**config.mk**
```make
export PLATFORM = sky130hd
export DESIGN_NAME = ccu_top
export DESIGN_NICKNAME = d
export VERILOG_FILES = /design/src/common/ccu_pkg.sv /design/src/logic/ccu_top.sv
export SDC_FILE = /design/constraint.sdc
export NUM_CORES = 1
export LEC_CHECK = 0
export BUFFER_PORTS_ARGS = -buffer_cell sky130_fd_sc_hd__buf_2
export CAP_MARGIN = 20
export CORE_UTILIZATION = 49
export CTS_CLUSTER_SIZE = 14
export DETAILED_ROUTE_END_ITERATION = 10
export GPL_ROUTABILITY_DRIVEN = 1
export GPL_TIMING_DRIVEN = 0
export PLACE_DENSITY = 0.79
export RECOVER_POWER = 100
export SETUP_SLACK_MARGIN = 0.05
export SYNTH_ARGS = -nofsm -noshare
export SYNTH_HDL_FRONTEND = slang
export SYNTH_SLANG_ARGS = --single-unit
```
**constraint.sdc**
```tcl
create_clock -name core_clk -period 2 [get_ports core_clk]
set_input_delay 0.4 -clock core_clk [delete_from_list [all_inputs] [get_ports core_clk]]
set_output_delay 0.4 -clock core_clk [all_outputs]
set_load 0.01 [all_outputs]
```
**src/common/ccu_pkg.sv**
```systemverilog
// Package of the capture/compare unit: register map, field layout, mode codes
// and the packed carriers for the bus and the output pins.
// Assumes a 32-bit classic Wishbone slave with byte addresses.
package ccu_pkg;

  ////////////////////////////////////////////////////////////////////////////
  // Register map (byte addresses)
  localparam int          ADDR_W       = 8;
  localparam logic [7:0]  OFS_CTRL     = 8'h00;  // unit_control
  localparam logic [7:0]  OFS_VALUE    = 8'h04;  // capture/compare value pair
  localparam logic [7:0]  OFS_STATUS   = 8'h08;  // flag, latch, pending, prescaler

  localparam logic [7:0]  CTRL_RESET   = 8'h00;
  localparam logic [15:0] VALUE_RESET  = 16'h0000;

  ////////////////////////////////////////////////////////////////////////////
  // Control field layout
  localparam int MODE_LSB  = 0;
  localparam int MODE_MSB  = 3;
  localparam int DUTY_LSB  = 4;
  localparam int DUTY_MSB  = 5;
  localparam int STEER_LSB = 6;
  localparam int STEER_MSB = 7;

  // Status field layout
  localparam int STAT_IRQ     = 0;
  localparam int STAT_LATCH   = 1;
  localparam int STAT_PEND    = 2;
  localparam int STAT_PRE_LSB = 4;
  localparam int STAT_PRE_MSB = 7;

  ////////////////////////////////////////////////////////////////////////////
  // Mode codes of unit_mode_select
  localparam logic [3:0] MODE_OFF      = 4'h0;
  localparam logic [3:0] MODE_RSV1     = 4'h1;
  localparam logic [3:0] MODE_CMP_TGL  = 4'h2;
  localparam logic [3:0] MODE_RSV3     = 4'h3;
  localparam logic [3:0] MODE_CAP_FALL = 4'h4;
  localparam logic [3:0] MODE_CAP_RISE = 4'h5;
  localparam logic [3:0] MODE_CAP_4TH  = 4'h6;
  localparam logic [3:0] MODE_CAP_16TH = 4'h7;
  localparam logic [3:0] MODE_CMP_SET  = 4'h8;
  localparam logic [3:0] MODE_CMP_CLR  = 4'h9;
  localparam logic [3:0] MODE_CMP_SWI  = 4'hA;
  localparam logic [3:0] MODE_CMP_TRIG = 4'hB;
  localparam logic [1:0] MODE_HI_PWM   = 2'h3;

  // Output steering codes in PWM
  localparam logic [1:0] STEER_SINGLE  = 2'h0;
  localparam logic [1:0] STEER_FWD     = 2'h1;
  localparam logic [1:0] STEER_HALF    = 2'h2;
  localparam logic [1:0] STEER_REV     = 2'h3;

  // Prescaler terminal counts
  localparam logic [1:0] PRE4_LAST     = 2'h3;
  localparam logic [3:0] PRE16_LAST    = 4'hF;

  ////////////////////////////////////////////////////////////////////////////
  // Carriers
  typedef struct packed {
    logic        cyc;
    logic        stb;
    logic        we;
    logic [7:0]  adr;
    logic [3:0]  sel;
    logic [31:0] dat;
  } ccu_wb_req_t;

  typedef struct packed {
    logic        ack;
    logic [31:0] dat;
  } ccu_wb_rsp_t;

  // Level of each output and whether the unit owns it (else port use)
  typedef struct packed {
    logic [3:0] level;  // {d, c, b, a}
    logic [3:0] own;    // {d, c, b, a}
  } ccu_pins_t;

endpackage : ccu_pkg

```
**src/logic/ccu_top.sv**
```systemverilog
// Capture/compare unit with steering of the four PWM outputs.
// Assumes a classic Wishbone master on core_clk, a reference timer and a
// PWM timebase engine on the same clock, and a port mux that honours the
// ownership bits for outputs a..d.
//
// Notes on behaviour
// - Mode zero stops unit; 0001, 0011 inert.
// - Capture on fall, rise, 4th or 16th rise.
// - Mode 0010 toggles output, sets flag on match.
// - Modes 1000/1001 set/clear output, set flag.
// - Mode 1010 sets flag, pin untouched.
// - Mode 1011 flags, resets timer, starts conversion.
// - Codes 1100..1111 pick PWM pair polarities.
// - Outside PWM only output a is used.
// - Steering 00 single, 01 forward, 10 half.
// - Steering 11 gives full-bridge reverse drive.
// - Duty low bits used only in PWM.
// - Capture copies the whole 16-bit timer.
// - Capture sets flag; only software clears it.
// - Newer capture overwrites unread older value.
// - Edge detector watches the pin level itself.
// - Prescaler cleared when off or not capturing.
// - Prescaler kept across capture prescale changes.
// - Compare value checked against timer every cycle.
// - Trigger at match; reset at next tick, cancellable.
// - Trigger never sets timer overflow flag.
// - Clearing control forces compare latch low.
`timescale 1ns/100ps

module ccu_top #(
  parameter int TIMER_W = 16                          // reference timer width
) (
  input  wire logic                 core_clk,         // system clock, 100 MHz
  input  wire logic                 rst_b,            // async reset, active low
  input  wire ccu_pkg::ccu_wb_req_t wb_req,           // Wishbone request
  output      ccu_pkg::ccu_wb_rsp_t wb_rsp,           // Wishbone answer
  input  wire logic [TIMER_W-1:0]   ref_timer_count,  // reference timer value
  input  wire logic                 ref_timer_tick,   // timer clock edge strobe
  input  wire logic                 event_pin_in,     // pad level of output a
  input  wire logic                 pwm_mod_raw,      // modulated level, timebase
  input  wire logic                 adc_enabled,      // converter is enabled
  output      ccu_pkg::ccu_pins_t   pins,             // outputs a..d and ownership
  output      logic                 unit_irq_flag,    // interrupt request flag
  output      logic                 event_trigger,    // special event trigger pulse
  output      logic                 timer_reset,      // timer reset pulse
  output      logic                 adc_start,        // conversion start pulse
  output      logic [9:0]           pwm_duty          // 10-bit duty for timebase
);

  ////////////////////////////////////////////////////////////////////////////
  // Registers
  logic [7:0]         ctrl_r;
  logic [7:0]         ctrl_nxt;
  logic [TIMER_W-1:0] value_r;
  logic [TIMER_W-1:0] value_nxt;
  logic               irq_r;
  logic               irq_nxt;
  logic               latch_r;
  logic               latch_nxt;
  logic               pend_r;
  logic               pend_nxt;
  logic [3:0]         pre_r;
  logic [3:0]         pre_nxt;
  logic               match_prev_r;
  logic               pin_s1_r;
  logic               pin_s2_r;
  logic               pin_s3_r;
  logic               ack_r;
  logic [31:0]        rdat_r;
  logic [31:0]        rdat_nxt;
  ccu_pkg::ccu_pins_t pins_r;
  ccu_pkg::ccu_pins_t pins_nxt;
  logic               trig_r;
  logic               trig_nxt;
  logic               treset_r;
  logic               treset_nxt;
  logic               adc_r;
  logic               adc_nxt;
  logic [9:0]         duty_r;
  logic [9:0]         duty_nxt;

  ////////////////////////////////////////////////////////////////////////////
  // Control fields
  wire [3:0] mode  = ctrl_r[ccu_pkg::MODE_MSB:ccu_pkg::MODE_LSB];
  wire [1:0] steer = ctrl_r[ccu_pkg::STEER_MSB:ccu_pkg::STEER_LSB];
  wire [1:0] duty_low_bits = ctrl_r[ccu_pkg::DUTY_MSB:ccu_pkg::DUTY_LSB];

  wire is_off  = (mode == ccu_pkg::MODE_OFF);
  wire is_pwm  = (mode[3:2] == ccu_pkg::MODE_HI_PWM);
  wire is_cap  = (mode == ccu_pkg::MODE_CAP_FALL) | (mode == ccu_pkg::MODE_CAP_RISE)
               | (mode == ccu_pkg::MODE_CAP_4TH)  | (mode == ccu_pkg::MODE_CAP_16TH);
  // Reserved codes fall in none of these groups, so nothing acts
  wire is_drive = (mode == ccu_pkg::MODE_CMP_TGL) | (mode == ccu_pkg::MODE_CMP_SET)
                | (mode == ccu_pkg::MODE_CMP_CLR);
  wire is_cmp  = is_drive | (mode == ccu_pkg::MODE_CMP_SWI)
               | (mode == ccu_pkg::MODE_CMP_TRIG);
  wire is_trig = (mode == ccu_pkg::MODE_CMP_TRIG);

  // Polarity: 1 means active-low; bit 1 covers a/c, bit 0 covers b/d
  wire pol_ac = mode[1];
  wire pol_bd = mode[0];

  ////////////////////////////////////////////////////////////////////////////
  // Bus decode
  wire bus_req  = wb_req.cyc & wb_req.stb;
  wire bus_take = bus_req & ~ack_r;
  wire wr_take  = bus_take & wb_req.we;
  wire hit_ctrl = (wb_req.adr == ccu_pkg::OFS_CTRL);
  wire hit_val  = (wb_req.adr == ccu_pkg::OFS_VALUE);
  wire hit_stat = (wb_req.adr == ccu_pkg::OFS_STATUS);

  wire ctrl_wr  = wr_take & hit_ctrl & wb_req.sel[0];
  wire val_wr_lo = wr_take & hit_val & wb_req.sel[0];
  // High byte is read-only while the timebase double-buffers the duty
  wire val_wr_hi = wr_take & hit_val & wb_req.sel[1] & ~is_pwm;
  wire val_wr   = val_wr_lo | val_wr_hi;
  wire irq_w1c  = wr_take & hit_stat & wb_req.sel[0] & wb_req.dat[ccu_pkg::STAT_IRQ];
  wire ctrl_zero = ctrl_wr & (wb_req.dat[7:0] == ccu_pkg::CTRL_RESET);

  ////////////////////////////////////////////////////////////////////////////
  // Capture path: edges seen on the synchronised pad, never on the port latch,
  // so a port write that moves a driven pin is captured too
  wire pin_rise = pin_s2_r & ~pin_s3_r;
  wire pin_fall = ~pin_s2_r & pin_s3_r;

  wire pre_4th  = pin_rise & (pre_r[1:0] == ccu_pkg::PRE4_LAST);
  wire pre_16th = pin_rise & (pre_r == ccu_pkg::PRE16_LAST);

  wire cap_evt = ((mode == ccu_pkg::MODE_CAP_FALL) & pin_fall)
               | ((mode == ccu_pkg::MODE_CAP_RISE) & pin_rise)
               | ((mode == ccu_pkg::MODE_CAP_4TH)  & pre_4th)
               | ((mode == ccu_pkg::MODE_CAP_16TH) & pre_16th);

  ////////////////////////////////////////////////////////////////////////////
  // Compare path; acting on the first cycle of equality keeps a stalled
  // timer from toggling the output every clock
  wire match_now = is_cmp & (value_r == ref_timer_count);
  wire match_evt = match_now & ~match_prev_r;
  wire cmp_flag  = match_evt;

  ////////////////////////////////////////////////////////////////////////////
  // Control and value registers
  always_comb begin
    ctrl_nxt = ctrl_r;
    if (ctrl_wr) begin
      ctrl_nxt = wb_req.dat[7:0];
    end
  end

  always_comb begin
    value_nxt = value_r;
    if (val_wr_lo) begin
      value_nxt[7:0] = wb_req.dat[7:0];
    end
    if (val_wr_hi) begin
      value_nxt[TIMER_W-1:8] = wb_req.dat[TIMER_W-1:8];
    end
    // Capture wins over software and over an unread earlier capture
    if (cap_evt) begin
      value_nxt = ref_timer_count;
    end
  end

  ////////////////////////////////////////////////////////////////////////////
  // Flag: set by captures and by matches, cleared only by software; a set in
  // the same cycle as the clear wins
  always_comb begin
    irq_nxt = irq_r;
    if (irq_w1c) begin
      irq_nxt = 1'b0;
    end
    if (cap_evt | cmp_flag) begin
      irq_nxt = 1'b1;
    end
  end

  ////////////////////////////////////////////////////////////////////////////
  // Compare output latch, separate from the port data latch
  always_comb begin
    latch_nxt = latch_r;
    if (match_evt) begin
      unique case (mode)
        ccu_pkg::MODE_CMP_TGL: latch_nxt = ~latch_r;
        ccu_pkg::MODE_CMP_SET: latch_nxt = 1'b1;
        ccu_pkg::MODE_CMP_CLR: latch_nxt = 1'b0;
        default:               latch_nxt = latch_r;
      endcase
    end
    if (is_off | ctrl_zero) begin
      latch_nxt = 1'b0;
    end
  end

  ////////////////////////////////////////////////////////////////////////////
  // Prescaler: not cleared when only the prescale choice changes
  always_comb begin
    pre_nxt = pre_r;
    if (!is_cap) begin
      pre_nxt = '0;
    end else if (pin_rise) begin
      pre_nxt = pre_r + 4'h1;
    end
  end

  ////////////////////////////////////////////////////////////////////////////
  // Special event: trigger at once, timer reset at the next timer tick unless
  // the match was removed meanwhile. No overflow flag is touched here.
  always_comb begin
    pend_nxt   = pend_r;
    treset_nxt = 1'b0;
    trig_nxt   = match_evt & is_trig;
    adc_nxt    = match_evt & is_trig & adc_enabled;
    if (pend_r & ref_timer_tick) begin
      treset_nxt = ~val_wr & (value_r == ref_timer_count);
      pend_nxt   = 1'b0;
    end
    if (val_wr) begin
      pend_nxt = 1'b0;
    end
    if (match_evt & is_trig) begin
      pend_nxt = 1'b1;
    end
    if (!is_trig) begin
      pend_nxt   = 1'b0;
      treset_nxt = 1'b0;
    end
  end

  ////////////////////////////////////////////////////////////////////////////
  // Output steering
  wire lvl_mod_ac = pwm_mod_raw ^ pol_ac;
  wire lvl_mod_bd = pwm_mod_raw ^ pol_bd;
  wire lvl_act_ac = ~pol_ac;
  wire lvl_act_bd = ~pol_bd;
  wire lvl_off_ac = pol_ac;
  wire lvl_off_bd = pol_bd;
  // Half-bridge b is the complement of a; dead-band shaping sits downstream
  wire lvl_cmp_bd = ~pwm_mod_raw ^ pol_bd;

  always_comb begin
    pins_nxt.level = 4'h0;
    pins_nxt.own   = 4'h0;
    if (is_pwm) begin
      unique case (steer)
        ccu_pkg::STEER_SINGLE: begin
          pins_nxt.level = {1'b0, 1'b0, 1'b0, lvl_mod_ac};
          pins_nxt.own   = 4'h1;
        end
        ccu_pkg::STEER_FWD: begin
          pins_nxt.level = {lvl_mod_bd, lvl_off_ac, lvl_off_bd, lvl_act_ac};
          pins_nxt.own   = 4'hF;
        end
        ccu_pkg::STEER_HALF: begin
          pins_nxt.level = {1'b0, 1'b0, lvl_cmp_bd, lvl_mod_ac};
          pins_nxt.own   = 4'h3;
        end
        ccu_pkg::STEER_REV: begin
          pins_nxt.level = {lvl_off_bd, lvl_act_ac, lvl_mod_bd, lvl_off_ac};
          pins_nxt.own   = 4'hF;
        end
      endcase
    end else if (is_drive) begin
      // Only a is driven; b, c, d stay with the port whatever steering says
      pins_nxt.level = {3'b000, latch_nxt};
      pins_nxt.own   = 4'h1;
    end
  end

  // Duty low bits reach the timebase only in PWM
  always_comb begin
    duty_nxt = 10'h000;
    if (is_pwm) begin
      duty_nxt = {value_r[7:0], duty_low_bits};
    end
  end

  ////////////////////////////////////////////////////////////////////////////
  // Read mux; unmapped addresses read zero and are still acknowledged
  always_comb begin
    rdat_nxt = 32'h0000_0000;
    if (hit_ctrl) begin
      rdat_nxt[7:0] = ctrl_r;
    end else if (hit_val) begin
      rdat_nxt[TIMER_W-1:0] = value_r;
    end else if (hit_stat) begin
      rdat_nxt[ccu_pkg::STAT_IRQ]   = irq_r;
      rdat_nxt[ccu_pkg::STAT_LATCH] = latch_r;
      rdat_nxt[ccu_pkg::STAT_PEND]  = pend_r;
      rdat_nxt[ccu_pkg::STAT_PRE_MSB:ccu_pkg::STAT_PRE_LSB] = pre_r;
    end
  end

  ////////////////////////////////////////////////////////////////////////////
  // Flip-flops
  always_ff @(posedge core_clk or negedge rst_b) begin
    if (!rst_b) begin
      pin_s1_r <= 1'b0;
      pin_s2_r <= 1'b0;
      pin_s3_r <= 1'b0;
    end else begin
      pin_s1_r <= event_pin_in;
      pin_s2_r <= pin_s1_r;
      pin_s3_r <= pin_s2_r;
    end
  end

  always_ff @(posedge core_clk or negedge rst_b) begin
    if (!rst_b) begin
      ctrl_r       <= ccu_pkg::CTRL_RESET;
      value_r      <= ccu_pkg::VALUE_RESET;
      irq_r        <= 1'b0;
      latch_r      <= 1'b0;
      pend_r       <= 1'b0;
      pre_r        <= '0;
      match_prev_r <= 1'b0;
    end else begin
      ctrl_r       <= ctrl_nxt;
      value_r      <= value_nxt;
      irq_r        <= irq_nxt;
      latch_r      <= latch_nxt;
      pend_r       <= pend_nxt;
      pre_r        <= pre_nxt;
      match_prev_r <= match_now;
    end
  end

  always_ff @(posedge core_clk or negedge rst_b) begin
    if (!rst_b) begin
      ack_r    <= 1'b0;
      rdat_r   <= 32'h0000_0000;
      pins_r   <= '0;
      trig_r   <= 1'b0;
      treset_r <= 1'b0;
      adc_r    <= 1'b0;
      duty_r   <= 10'h000;
    end else begin
      ack_r    <= bus_take;
      rdat_r   <= bus_take ? rdat_nxt : 32'h0000_0000;
      pins_r   <= pins_nxt;
      trig_r   <= trig_nxt;
      treset_r <= treset_nxt;
      adc_r    <= adc_nxt;
      duty_r   <= duty_nxt;
    end
  end

  ////////////////////////////////////////////////////////////////////////////
  // Outputs
  assign wb_rsp.ack    = ack_r;
  assign wb_rsp.dat    = rdat_r;
  assign pins          = pins_r;
  assign unit_irq_flag = irq_r;
  assign event_trigger = trig_r;
  assign timer_reset   = treset_r;
  assign adc_start     = adc_r;
  assign pwm_duty      = duty_r;

endmodule : ccu_top

```
==> flow_metrics.env <==
export IMPL_relSlewSlack_pct=-15.7
export IMPL_vias=2791
export IMPL_num_antenna_cells=0
export IMPL_hold_viol_final=0
export IMPL_grt_pass1_vias=2718
export IMPL_finalCritPeriodShare_pct=104
export IMPL_rsz0062_at_grt="yes"
export IMPL_status="complete, but fails checks"
export IMPL_track_usage_pct=23.7
export IMPL_htreeDepth=3
export IMPL_clk_pin_slew_ps=80
export IMPL_worstPathArrival_ps=2360
export IMPL_min_period_ps=2080
export IMPL_fmax_ghz=0.480
export IMPL_die_w_um=85.0
export IMPL_layout_drive_gt1_share_pct=26.5
export IMPL_critical_path_class="flop to flop"
export IMPL_std_cell_rows=29
export IMPL_wl_mm=8.03
export IMPL_start_util_pct=52.0
export IMPL_hold_class="primary input to flop"
export IMPL_ys_ff_latch=72
export IMPL_setup_viol=3
export IMPL_ys_flop_type="dfrtp_1"
export IMPL_place_area_um2=3980
export IMPL_dr_pass1_iters=4
export IMPL_hpwl_mm=5.71
export IMPL_peakVddDrop_v=0.000395
export IMPL_worstSetupEndpointType="flop"
export IMPL_synth_area_leaders="dfrtp_1, mux2i_1, xor2_1"
export IMPL_detail_route_wl_per_cell_um=15.0
export IMPL_fin_area_um2=4240
export IMPL_insertion_delay_ps=360
export IMPL_fin_nets=522
export IMPL_drtIter0Drc=146
export IMPL_grt_max_degree=73
export IMPL_synth_edf_count=0
export IMPL_postSynthAreaPerCell_um2=10.4
export IMPL_dieArea_um2=7230
export IMPL_yosysSeqAreaShare_pct=53.3
export IMPL_synthCells=324
export IMPL_synthDistinctLibCells=37
export IMPL_cts_root_buf="clkbuf_8"
export IMPL_ant_nets=0
export IMPL_synth_top_area_share_pct=53.3
export IMPL_p_leak_nw=2.18
export IMPL_grt_overflow=0
export IMPL_antenna_found_initial=0
export IMPL_clock_sinks=72
export IMPL_finalMaxSlewViolations=73
export IMPL_drc_errors=0
export IMPL_crit_path_cell_trace="xor2_1, nor4_2, nand4_1, or4_4, mux2i_4, nor3b_2"
export IMPL_yosys_area_top_type="dfrtp_1"
export IMPL_cts_tree="done"
export IMPL_cap_violations=1
export IMPL_syn_area_um2=3380
export IMPL_port_buffers=89
export IMPL_viasPerCell=5.23
export IMPL_critPathRequiredTime_ps=2280
export IMPL_async_reset_ff_share_pct=100
export IMPL_hold_ws_ps=146
export IMPL_core_um2=6490
export IMPL_worst_setup_path_start_kind="flop"
export IMPL_skew_ps=10.8
export IMPL_boundaryPins=124
export IMPL_dieHeight_um=85.0
export IMPL_cts_max_path_buffers=2
export IMPL_slowest_delay_ps=590
export IMPL_violations="max-capacitance violations, max-slew violations, negative setup slack"
export IMPL_cp_max_fo=3
export IMPL_crit_slowest_cell="or4_4"
export IMPL_yosys_warnings=0
export IMPL_grt_pass1_wl_mm=12.9
export IMPL_ys_top_cells_by_count="dfrtp_1, nor2_1, mux2i_1"
export IMPL_gp_congestion=0.860
export IMPL_yosys_cell_count_top_type="dfrtp_1"
export IMPL_tightest_slew_ps=1740
export IMPL_numCtsBuffers=9
export IMPL_area_growth_pct=25.6
export IMPL_setup_ws_ps=-81.8
export IMPL_p_per_area_nw_per_um2=898
cell families (layout without fill, tap and decap cells):
logic type	count (synthesis)	in the layout	synth area share (%)
flip-flops	72	72	53.3
XOR/XNOR	22	22	5.70
buffers and inverters	40	158	6.55
AO/OA/AOI/OAI	39	39	6.11
adder cells (fa/ha/maj)	1	1	0.370
other	1	16	0.111
AND/OR/NAND/NOR	114	114	17.2
multiplexers	35	35	10.7
through the flow:
step | std cells | power [mW] | util, % | worst slack, ps | TNS [ps]
3_5_place_dp | 505 | 2.67 | 61.3 | -330 | -3920
4_1_cts | 531 | 3.80 | 65.7 | -84.6 | -157
2_1_floorplan | 339 | 2.37 | - | 120 | 0
6_report | 534 | 3.81 | 65.3 | -81.8 | -187
3_3_place_gp | 505 | 2.63 | 61.2 | -309 | -3080
5_1_grt | 534 | 4.02 | 65.3 | -202 | -1310
cells in the final DEF, fill, tap and decap left out, types with 16 or more instances in the layout:
master and instances:
dfrtp_1 69, clkbuf_1 50, buf_2 50, nor2_1 30
buf_4 29, mux2i_1 26, nand2_1 25, xor2_1 19
o21ai_0 18, conb_1 16
sequential cells by signal, summed over array words and instances (netlist names), 4 cells and up:
register  cells
rdat_r       16
value_r      16
pwm_duty     10
ctrl_r        8
pins          7
pre_r         4
path summary, 6_finish.rpt:
kind | end | depth (start not counted) | slack, ps | from
setup / recovery | latch_r$_DFF_PN0_ | 6 | -80 | value_r[6]$_DFFE_PN0P_
hold / removal | pin_s1_r$_DFF_PN0_ | 1 | 150 | event_pin_in
max in group asynchronous | value_r[1]$_DFFE_PN0P_ | 1 | 350 | rst_b
setup reg to reg | latch_r$_DFF_PN0_ | 6 | -80 | value_r[6]$_DFFE_PN0P_
min in group asynchronous | pins[2]$_DFF_PN0_ | 1 | 490 | rst_b
hold reg to reg | pin_s2_r$_DFF_PN0_ | 0 | 360 | pin_s1_r$_DFF_PN0_
layer usage:
metal  track usage, %  up-vias  wire length [µm]
met5                0        -                 0
met4             12.2        0               224
met3             5.16       19               588
met2             37.2      130              3800
met1             31.0     1310              3420
li1                 -     1332                 -
what timing repair did:
| item | 4_1_cts | 5_1_grt |
|---|---|---|
| pin swaps | 12 | 2 |
| buffers inserted | 10 | 3 |
| cloned | 0 | 0 |
| endpoints found under the hold margin | 0 | 0 |
| endpoints found under the setup margin | 23 | 23 |
| hold buffers | 0 | 0 |
| resized for setup | 12 | 17 |
where the power goes:
| group | internal, mW | total [mW] | switching [mW] |
|---|---|---|---|
| sequential | 1.68 | 1.91 | 0.223 |
| combinational | 0.432 | 0.900 | 0.468 |
| clock | 0.446 | 1.01 | 0.561 |
layout make-up:
class | instances | area (µm²)
flip-flops and latches | 72 | 1810
multi-input cells | 227 | 1450
well taps | 77 | 96.3
clock buffers | 9 | 124
plain buffers | 35 | 215
fillers | 547 | 2250
clock inverters | 7 | 46.3
repair buffers | 102 | 487
inverters | 5 | 18.8
worst max-delay path, delay by kind of cell (launching register included):
family	cells	cell delay (ps)
simple gates	4	1230
xor+xnor	1	150
flops	1	400
mux	1	220
Note: power is estimated with default switching activity, not from simulation.
